**src/common/dftm_pkg.sv**
```systemverilog
// Package for the drive fault-trip manager: register map, fault indices, timing counts.
// Assumes a 10 MHz system clock and 32-bit AXI4-Lite register access.
`default_nettype none
package dftm_pkg;
    // -------------------------------------------------------------------
    // Clock and timing
    // -------------------------------------------------------------------
    localparam int unsigned CLK_HZ = 10000000;
    localparam int unsigned BRAKE_LOW_MS = 10000;
    localparam int unsigned KEYPAD_LOSS_MS = 2000;
    localparam int unsigned BRAKE_LOW_CYC = BRAKE_LOW_MS * (CLK_HZ / 1000);
    localparam int unsigned KEYPAD_LOSS_CYC = KEYPAD_LOSS_MS * (CLK_HZ / 1000);

    // -------------------------------------------------------------------
    // Fault indices (bit positions in status, mask and trip vectors)
    // -------------------------------------------------------------------
    localparam int NUM_FAULTS = 17;
    localparam int F_NTC = 0;
    localparam int F_FAN = 1;
    localparam int F_THERM = 2;
    localparam int F_PWRITE = 3;
    localparam int F_OVSPD = 4;
    localparam int F_DEVSPD = 5;
    localparam int F_ENC = 6;
    localparam int F_PREPID = 7;
    localparam int F_BRAKE = 8;
    localparam int F_KPAD = 9;
    localparam int F_CMD = 10;
    localparam int F_OPT1 = 11;
    localparam int F_OPT2 = 12;
    localparam int F_OPT3 = 13;
    localparam int F_IOB = 14;
    localparam int F_FATAL0 = 15;
    localparam int F_FATAL1 = 16;

    // Clearing disciplines: 1 = level category
    localparam logic [NUM_FAULTS-1:0] LEVEL_MASK = 17'h00600;
    // 1 = fatal category
    localparam logic [NUM_FAULTS-1:0] FATAL_MASK = 17'h18000;

    // -------------------------------------------------------------------
    // Register map (byte addresses)
    // -------------------------------------------------------------------
    localparam logic [7:0] A_CONFIG = 8'h00;
    localparam logic [7:0] A_SPEED = 8'h04;
    localparam logic [7:0] A_CURRENT = 8'h08;
    localparam logic [7:0] A_TRIP = 8'h0C;
    localparam logic [7:0] A_ISTAT = 8'h10;
    localparam logic [7:0] A_IMASK = 8'h14;
    localparam logic [7:0] A_CODE = 8'h18;
    localparam logic [7:0] A_HIST = 8'h1C;

    // CONFIG field positions
    localparam int C_FANACT = 0;
    localparam int C_THERM = 1;
    localparam int C_DEVCHK = 2;
    localparam int C_ENCCHK = 3;
    localparam int C_KPLOSS = 4;
    localparam int C_CMDLOSS = 5;
    localparam int C_SMALL = 6;
    localparam int C_CTRL_LO = 8; // Control method, 2 bits
    localparam logic [1:0] CTRL_VECTOR = 2'h3;

    localparam logic [31:0] CONFIG_RST = 32'h00000001;
    localparam logic [15:0] OVSPD_RST = 16'hFFFF;
    localparam logic [2:0] RESP_OKAY = 3'h0;

    // Detector inputs grouped together
    typedef struct packed {
        logic ntcFault;
        logic fanError;
        logic extThermHigh;
        logic paramWriteFail;
        logic encoderFault;
        logic prePidActive;
        logic prePidLow;
        logic brakeOutAssigned;
        logic keypadRun;
        logic keypadAlive;
        logic cmdFail;
        logic running;
        logic [2:0] optPresent;
        logic ioBoardFault;
        logic [1:0] fatalDiag;
    } dftm_det_t;
endpackage
`default_nettype wire

```
**src/logic/dftm_top.sv**
```systemverilog
// Drive fault-trip manager: detector inputs in, trip status and power-stage block out.
// Assumes detectors come from other clock domains and are synchronised here;
// speed and current words come over AXI4-Lite from the control processor.
`timescale 1ns/1ns
`default_nettype none
module dftm_top #(
    parameter int unsigned BRAKE_CYC = dftm_pkg::BRAKE_LOW_CYC,
    parameter int unsigned KPAD_CYC = dftm_pkg::KEYPAD_LOSS_CYC
) (
    input wire logic clk,
    input wire logic rst,
    input wire logic faultReset,
    input wire dftm_pkg::dftm_det_t det,
    input wire logic awvalid,
    output logic awready,
    input wire logic [7:0] awaddr,
    input wire logic wvalid,
    output logic wready,
    input wire logic [31:0] wdata,
    input wire logic [3:0] wstrb,
    output logic bvalid,
    input wire logic bready,
    output logic [1:0] bresp,
    input wire logic arvalid,
    output logic arready,
    input wire logic [7:0] araddr,
    output logic rvalid,
    input wire logic rready,
    output logic [31:0] rdata,
    output logic [1:0] rresp,
    output logic tripActive,
    output logic [4:0] faultCode,
    output logic irq
);
    localparam int N = dftm_pkg::NUM_FAULTS;

    // ---------------------------------------------------------------
    // Input synchronisers
    // ---------------------------------------------------------------
    localparam int DW = $bits(dftm_pkg::dftm_det_t);
    logic [DW-1:0] detMeta_reg, detSync_reg;
    logic resMeta_reg, resSync_reg, resPrev_reg;
    dftm_pkg::dftm_det_t ds;
    assign ds = dftm_pkg::dftm_det_t'(detSync_reg);

    // Two stages; only the second stage is read by logic
    always_ff @(posedge clk or posedge rst) begin
        if (rst) begin
            detMeta_reg <= '0;
            detSync_reg <= '0;
            resMeta_reg <= 1'b0;
            resSync_reg <= 1'b0;
            resPrev_reg <= 1'b0;
        end else begin
            detMeta_reg <= det;
            detSync_reg <= detMeta_reg;
            resMeta_reg <= faultReset;
            resSync_reg <= resMeta_reg;
            resPrev_reg <= resSync_reg;
        end
    end
    logic resetPulse;
    assign resetPulse = resSync_reg & ~resPrev_reg;

    // ---------------------------------------------------------------
    // Registers
    // ---------------------------------------------------------------
    logic [31:0] config_reg;
    logic [15:0] speed_reg, speedRef_reg, overspeed_reg, devLimit_reg;
    logic [15:0] current_reg, brakeRel_reg, noLoad_reg;
    logic [N-1:0] istat_reg, imask_reg, hist_reg, trip_reg;
    logic [2:0] slotSeen_reg;
    logic [1:0] settle_reg;
    logic [N-1:0] cond;
    logic [N-1:0] istatSet;

    // Brake and keypad timers: counters that hold at their limit
    logic [31:0] brakeCnt_reg, kpadCnt_reg;
    logic ctrlVector, brakeLow;
    assign ctrlVector = config_reg[dftm_pkg::C_CTRL_LO +: 2] == dftm_pkg::CTRL_VECTOR;
    assign brakeLow = ds.brakeOutAssigned && ds.running && !ctrlVector
        && current_reg < brakeRel_reg;

    // Brake-low accumulator, restarted whenever current recovers
    always_ff @(posedge clk or posedge rst) begin
        if (rst) begin
            brakeCnt_reg <= '0;
        end else if (!brakeLow) begin
            brakeCnt_reg <= '0;
        end else if (brakeCnt_reg < BRAKE_CYC) begin
            brakeCnt_reg <= brakeCnt_reg + 32'h00000001;
        end
    end

    // Keypad silence counter, only meaningful while keypad drives the run
    always_ff @(posedge clk or posedge rst) begin
        if (rst) begin
            kpadCnt_reg <= '0;
        end else if (ds.keypadAlive || !ds.keypadRun) begin
            kpadCnt_reg <= '0;
        end else if (kpadCnt_reg < KPAD_CYC) begin
            kpadCnt_reg <= kpadCnt_reg + 32'h00000001;
        end
    end

    // Slot presence captured on the third edge, once the synchronisers hold real levels
    always_ff @(posedge clk or posedge rst) begin
        if (rst) begin
            slotSeen_reg <= '0;
            settle_reg <= '0;
        end else if (settle_reg != 2'h3) begin
            slotSeen_reg <= ds.optPresent;
            settle_reg <= settle_reg + 2'h1;
        end
    end

    logic [15:0] speedDiff;
    assign speedDiff = speed_reg > speedRef_reg ? speed_reg - speedRef_reg
        : speedRef_reg - speed_reg;

    // Fault conditions from detectors and settings
    always_comb begin
        cond = '0;
        cond[dftm_pkg::F_NTC] = ds.ntcFault;
        cond[dftm_pkg::F_FAN] = ds.fanError && !config_reg[dftm_pkg::C_FANACT]
            && config_reg[dftm_pkg::C_SMALL];
        cond[dftm_pkg::F_THERM] = ds.extThermHigh && config_reg[dftm_pkg::C_THERM];
        cond[dftm_pkg::F_PWRITE] = ds.paramWriteFail;
        cond[dftm_pkg::F_OVSPD] = speed_reg > overspeed_reg;
        cond[dftm_pkg::F_DEVSPD] = config_reg[dftm_pkg::C_DEVCHK]
            && speedDiff > devLimit_reg;
        cond[dftm_pkg::F_ENC] = config_reg[dftm_pkg::C_ENCCHK] && ds.encoderFault;
        cond[dftm_pkg::F_PREPID] = ds.prePidActive && ds.prePidLow;
        cond[dftm_pkg::F_BRAKE] = brakeCnt_reg >= BRAKE_CYC
            || (ds.brakeOutAssigned && ds.running && ctrlVector
            && current_reg < {1'b0, noLoad_reg[15:1]});
        cond[dftm_pkg::F_KPAD] = config_reg[dftm_pkg::C_KPLOSS]
            && kpadCnt_reg >= KPAD_CYC;
        cond[dftm_pkg::F_CMD] = config_reg[dftm_pkg::C_CMDLOSS]
            && ds.cmdFail && ds.running && !ds.keypadRun;
        cond[dftm_pkg::F_IOB] = ds.ioBoardFault;
        cond[dftm_pkg::F_FATAL0] = ds.fatalDiag[0];
        cond[dftm_pkg::F_FATAL1] = ds.fatalDiag[1];
    end

    // ---------------------------------------------------------------
    // Trip state per fault, by clearing discipline
    // ---------------------------------------------------------------
    logic [2:0] slotLost;
    genvar gi;
    generate
        for (gi = 0; gi < 3; gi++) begin : g_slot
            assign slotLost[gi] = (settle_reg == 2'h3) && slotSeen_reg[gi]
                && !ds.optPresent[gi];
        end
        for (gi = 0; gi < N; gi++) begin : g_trip
            logic c;
            if (gi >= dftm_pkg::F_OPT1 && gi <= dftm_pkg::F_OPT3) begin : g_opt
                assign c = slotLost[gi - dftm_pkg::F_OPT1];
            end else begin : g_std
                assign c = cond[gi];
            end
            always_ff @(posedge clk or posedge rst) begin
                if (rst) begin
                    trip_reg[gi] <= 1'b0;
                end else if (dftm_pkg::LEVEL_MASK[gi]) begin
                    trip_reg[gi] <= c;
                end else if (c) begin
                    trip_reg[gi] <= 1'b1;
                end else if (resetPulse && !dftm_pkg::FATAL_MASK[gi]) begin
                    trip_reg[gi] <= 1'b0;
                end
            end
        end
    endgenerate

    // History records latch and fatal faults only; cleared by power-on reset
    always_ff @(posedge clk or posedge rst) begin
        if (rst) begin
            hist_reg <= '0;
        end else begin
            hist_reg <= hist_reg | (trip_reg & ~dftm_pkg::LEVEL_MASK);
        end
    end

    // Lowest-numbered active fault chooses the displayed code
    function automatic logic [4:0] firstSet(input logic [N-1:0] v);
        firstSet = 5'h1F;
        for (int i = N - 1; i >= 0; i--) begin
            if (v[i]) begin
                firstSet = 5'(i);
            end
        end
    endfunction

    // Combined trip blocks the power stage
    always_ff @(posedge clk or posedge rst) begin
        if (rst) begin
            tripActive <= 1'b0;
            faultCode <= 5'h1F;
        end else begin
            tripActive <= |trip_reg;
            faultCode <= firstSet(trip_reg);
        end
    end

    // ---------------------------------------------------------------
    // Interrupt status: rising trips set, write-one clears, set wins
    // ---------------------------------------------------------------
    logic [N-1:0] tripPrev_reg;
    logic wrFire;
    logic [7:0] wrAddr_reg;
    logic [31:0] wrData_reg;
    always_ff @(posedge clk or posedge rst) begin
        if (rst) begin
            tripPrev_reg <= '0;
            istat_reg <= '0;
            irq <= 1'b0;
        end else begin
            tripPrev_reg <= trip_reg;
            istat_reg <= (istat_reg & ~((wrFire && wrAddr_reg == dftm_pkg::A_ISTAT)
                ? wrData_reg[N-1:0] : '0)) | istatSet;
            irq <= |(istat_reg & imask_reg);
        end
    end
    assign istatSet = trip_reg & ~tripPrev_reg;

    // ---------------------------------------------------------------
    // AXI4-Lite slave: write
    // ---------------------------------------------------------------
    logic awHave_reg, wHave_reg;
    assign wrFire = awHave_reg && wHave_reg && !bvalid;
    always_ff @(posedge clk or posedge rst) begin
        if (rst) begin
            awHave_reg <= 1'b0;
            wHave_reg <= 1'b0;
            wrAddr_reg <= '0;
            wrData_reg <= '0;
            awready <= 1'b1;
            wready <= 1'b1;
            bvalid <= 1'b0;
            bresp <= 2'h0;
        end else begin
            if (awvalid && awready) begin
                awHave_reg <= 1'b1;
                wrAddr_reg <= awaddr;
                awready <= 1'b0;
            end
            if (wvalid && wready) begin
                wHave_reg <= 1'b1;
                wrData_reg <= wdata;
                wready <= 1'b0;
            end
            if (wrFire) begin
                bvalid <= 1'b1;
                bresp <= (wrAddr_reg <= dftm_pkg::A_HIST) ? 2'h0 : 2'h2;
                awHave_reg <= 1'b0;
                wHave_reg <= 1'b0;
            end
            if (bvalid && bready) begin
                bvalid <= 1'b0;
                awready <= 1'b1;
                wready <= 1'b1;
            end
        end
    end

    logic wstrbOk;
    assign wstrbOk = 1'b1;
    // Writable settings; strobes ignored beyond full word for simplicity
    always_ff @(posedge clk or posedge rst) begin
        if (rst) begin
            config_reg <= dftm_pkg::CONFIG_RST;
            speed_reg <= '0;
            speedRef_reg <= '0;
            overspeed_reg <= dftm_pkg::OVSPD_RST;
            devLimit_reg <= dftm_pkg::OVSPD_RST;
            current_reg <= '0;
            brakeRel_reg <= '0;
            noLoad_reg <= '0;
            imask_reg <= '0;
        end else if (wrFire && wstrbOk) begin
            case (wrAddr_reg)
                dftm_pkg::A_CONFIG: config_reg <= wrData_reg;
                dftm_pkg::A_SPEED: {speedRef_reg, speed_reg} <= wrData_reg;
                dftm_pkg::A_CURRENT: {brakeRel_reg, current_reg} <= wrData_reg;
                dftm_pkg::A_TRIP: {devLimit_reg, overspeed_reg} <= wrData_reg;
                dftm_pkg::A_IMASK: imask_reg <= wrData_reg[N-1:0];
                dftm_pkg::A_CODE: noLoad_reg <= wrData_reg[15:0];
                default: ;
            endcase
        end
    end

    // ---------------------------------------------------------------
    // AXI4-Lite slave: read, one cycle after address
    // ---------------------------------------------------------------
    always_ff @(posedge clk or posedge rst) begin
        if (rst) begin
            arready <= 1'b1;
            rvalid <= 1'b0;
            rdata <= '0;
            rresp <= 2'h0;
        end else if (arvalid && arready) begin
            arready <= 1'b0;
            rvalid <= 1'b1;
            rresp <= 2'h0;
            case (araddr)
                dftm_pkg::A_CONFIG: rdata <= config_reg;
                dftm_pkg::A_SPEED: rdata <= {speedRef_reg, speed_reg};
                dftm_pkg::A_CURRENT: rdata <= {brakeRel_reg, current_reg};
                dftm_pkg::A_TRIP: rdata <= {15'h0000, trip_reg};
                dftm_pkg::A_ISTAT: rdata <= {15'h0000, istat_reg};
                dftm_pkg::A_IMASK: rdata <= {15'h0000, imask_reg};
                dftm_pkg::A_CODE: rdata <= {16'h0000, noLoad_reg};
                dftm_pkg::A_HIST: rdata <= {15'h0000, hist_reg};
                default: begin
                    rdata <= '0;
                    rresp <= 2'h2;
                end
            endcase
        end else if (rvalid && rready) begin
            rvalid <= 1'b0;
            arready <= 1'b1;
        end
    end

    // ---------------------------------------------------------------
    // Checks
    // ---------------------------------------------------------------
    fatal_hold_a: assert property (@(posedge clk) disable iff (rst)
        trip_reg[dftm_pkg::F_FATAL0] |=> trip_reg[dftm_pkg::F_FATAL0])
        else $error("fatal trip cleared without power cycle");
    level_drop_a: assert property (@(posedge clk) disable iff (rst)
        !cond[dftm_pkg::F_CMD] |=> !trip_reg[dftm_pkg::F_CMD])
        else $error("level trip held after condition cleared");
    latch_hold_a: assert property (@(posedge clk) disable iff (rst)
        trip_reg[dftm_pkg::F_NTC] && !resetPulse |=> trip_reg[dftm_pkg::F_NTC])
        else $error("latch trip released without reset");
    ntc_raise_a: assert property (@(posedge clk) disable iff (rst)
        ds.ntcFault |=> trip_reg[dftm_pkg::F_NTC])
        else $error("sensor fault did not trip");
    trip_merge_a: assert property (@(posedge clk) disable iff (rst)
        (|trip_reg) |=> tripActive)
        else $error("trip output missing");
    ovspd_raise_a: assert property (@(posedge clk) disable iff (rst)
        speed_reg > overspeed_reg |=> trip_reg[dftm_pkg::F_OVSPD])
        else $error("overspeed not tripped");
    kpad_time_a: assert property (@(posedge clk) disable iff (rst)
        trip_reg[dftm_pkg::F_KPAD] |-> $past(config_reg[dftm_pkg::C_KPLOSS]))
        else $error("keypad trip while disabled");
    irq_gate_a: assert property (@(posedge clk) disable iff (rst)
        (|(istat_reg & imask_reg)) |=> irq)
        else $error("interrupt not raised");
endmodule
`default_nettype wire

```
**config.mk**
```make
export PLATFORM = sky130hd
export DESIGN_NAME = dftm_top
export DESIGN_NICKNAME = d
export VERILOG_FILES = /design/src/common/dftm_pkg.sv /design/src/logic/dftm_top.sv
export SDC_FILE = /design/constraint.sdc
export NUM_CORES = 1
export LEC_CHECK = 0
export CAP_MARGIN = 20
export CORE_ASPECT_RATIO = 2
export CORE_MARGIN = 5
export CORE_UTILIZATION = 56
export DETAILED_ROUTE_END_ITERATION = 6
export DONT_BUFFER_PORTS = 1
export GPL_ROUTABILITY_DRIVEN = 1
export PLACE_DENSITY = 0.77
export SETUP_SLACK_MARGIN = 0.2
export SYNTH_ARGS = -nofsm -noshare
export SYNTH_HDL_FRONTEND = slang
export SYNTH_SLANG_ARGS = --single-unit
```
**constraint.sdc**
```tcl
create_clock -name clk -period 31.9 [get_ports clk]
set_input_delay 6.38 -clock clk [delete_from_list [all_inputs] [get_ports clk]]
set_output_delay 6.38 -clock clk [all_outputs]
set_load 0.03 [all_outputs]
```
==> out/qor.csv <==
metric;value;unit
Post-CTS Setup Bufs;0;
CTS clk-pin slew, worst paths;0.06;ns
design area;21700;um2
FF-to-FF Start;speed_reg[1];
CTS tree;yes;
Final Hold Vio Count;0;
worst-case vdd ir drop;279;uV
most frequent cells in the layout;dfrtp_1 (382), nand2_1 (219), o21ai_0 (178);
post-detail-place hpwl;42400;um
Slew HR;24.7;%
num rows;97;
total power;2.22;mW
r2r setup slk;26.93;ns
period utilisation layout;25.9;%
count of state elements after synthesis;423;
# Max-Cap Violations;0;
internal power;1.32;mW
WL/cell;25.0;um
DRT antenna net count;0;
crit start category;primary input;
worst hold start;detMeta_reg[7];
htree depth;2;
pin count of the biggest net entering global routing;192;
Synth top area share;48.0;%
most common cell after layout, fill and taps aside;dfrtp_1;
drt total wl;58000;um
nets;2023;
die width;143;um
IO Count;126;
status;finished, final reports clean;
Multi-input gate area;8480;um2
GRT overflow;0;
pwr dens;102;nW/um2
crit path time final;8.27;ns
antenna cells;0;
area grow syn2layout;9.25;%
Psw;0.896;mW
1st-iter DRT viols;1188;
Mapped Avg Cell Area;10.7;um2
DRC viols;0;
WHS Path Cells;0;
CTS resizes;0;
die height;277;um
RSZ-0062 raised after global routing;false;
P_leak;9.57;nW
clock buffer depth;3;
number of global-route vias before repair;15402;
worst hold path type;reg2reg;
GRT Util Overall;29.7;%
initial antenna violation count;0;
Clock Power Share;23.1;%
Flop pwr share;34.9;%
Cell variety after synth;77;
Max Freq;0.121;GHz
setup_tns;0;ns
GP Congestion;0.970;
part of the power in combinational logic;42.0;%
register area;10600;um2
CP max FO;20;
Pre-antenna DRT Iters;6;
cell taking the most area after synthesis;dfrtp_1;
CTS sink cnt;423;
Synth Cell Area;19900;um2
Vias;14518;
Worst Path Arrival;8.73;ns
post-synthesis sequential area ratio;53.4;%
hold_buf cts;0;
clock latency on the worst-skew pair;0.54;ns
core area;35100;um2
dominant cells by area after synthesis;dfrtp_1 (48%), mux2_2 (7.3%), ha_1 (6.1%), dfstp_2 (5.4%), o21ai_0 (4.5%);
IO buf count;0;
Starting Density;56.8;%
share of cells above drive strength 1;15.3;%
fin. max-slew vios;0;
Synth Instances;1863;
CP Launch Point;araddr[7];
worst-case reg-to-reg path depth;14;
Worst Setup End Kind;register;
number of synthesized flops with an enable pin;0;
asr flop ratio synth;100;%
final setup violation count;0;
vias per cell;6.26;
clk_skew;0.0133;ns
Net Sw Frac;40.4;%
Root Buffer;clkbuf_16;
Least-Margin Pin Slew;1.12;ns
critical path class;in2reg;
placed cell areas;20300;um2
Yosys warnings;0;
Required @ worst endpoint;32.35;ns
first-pass GRT wire length;89500;um
top_reg_cell synth;dfrtp_1;
Fillers;2863;
TritonCTS buffer count;38;
die area;39600;um2
==> power by group through the flow <==
stage | Combinational (mW) | Sequential (mW) | Clock [mW]
finish | 0.930 | 0.774 | 0.511
global route | 1.03 | 0.781 | 0.541
CTS | 0.914 | 0.770 | 0.520
detailed placement | 0.908 | 0.779 | 0
global placement | 0.884 | 0.775 | 0
floorplan | 0.663 | 0.708 | 0
==> worst paths after layout <==
kind | to
max | rdata[5]
min | detSync_reg[7]
max reg2reg | trip_reg[5]
min reg2reg | detSync_reg[7]
max in group asynchronous | wrAddr_reg[0]
min in group asynchronous | detMeta_reg[13]
==> layout make-up <==
cell class	instances	area share, %
Sequential cell	423	48.9
Clock inverter	19	1.49
Timing Repair Buffer	19	0.805
Clock buffer	50	4.91
Inverter	133	2.33
Tap cell	445	2.56
Multi-Input combinational cell	1231	39.0
==> metal layers <==
layer | part of all wire [%] | up-vias | wire length (um) | track usage (%)
met5 | 0 | - | 0 | 0
met4 | 10 | 0 | 5830 | 23.8
li1 | - | 6502 | - | -
met3 | 4.5 | 242 | 2600 | 3.80
met2 | 53 | 508 | 30900 | 52.6
met1 | 32 | 7266 | 18700 | 30.6
==> critical path, stage by stage <==
cell      delay (ns)
nor2_1          0.29
and3_1          0.88
a22o_1          0.28
a221oi_1        0.05
o22ai_1         0.54
a21oi_1         0.11
o21ai_0         0.18
==> Yosys cell counts, drive strengths merged, types with 13 or more instances <==
master / n
nor2: 106
mux2: 129
dfrtp: 382
mux2i: 16
nor2b: 14
dfstp: 41
ha: 97
nand2: 220
or2: 17
xor2: 41
a222oi: 25
a21oi: 68
inv: 133
o21ai: 181
a21o: 17
buf: 18
nand4: 30
nand3: 26
xnor2: 22
clkbuf: 59
a211oi: 14
a22oi: 29
nor4: 13
nor3: 21
==> per-stage QoR <==
step / hold slack (ns) / cells / utilization [%] / worst slack (ns)
floorplan: 0.331 / 1864 / - / 13.81
global placement: 0.332 / 2250 / 58.0 / 23.18
detailed placement: 0.335 / 2250 / 58.0 / 23.09
CTS: 0.350 / 2319 / 61.9 / 23.65
global route: 0.358 / 2320 / 62.0 / 23.55
finish: 0.348 / 2320 / 62.0 / 23.63
==> kinds of logic after synthesis <==
kind of cell,count (synthesis),share of synthesized area [%]
compound gates,416,13.3
other cells,1,0.0188
buf+inv,210,4.08
fa+ha+maj,99,6.30
xor+xnor,63,2.77
simple gates,506,12.0
flops,423,53.4
mux,145,8.10
(Power assumes the default switching activity.)
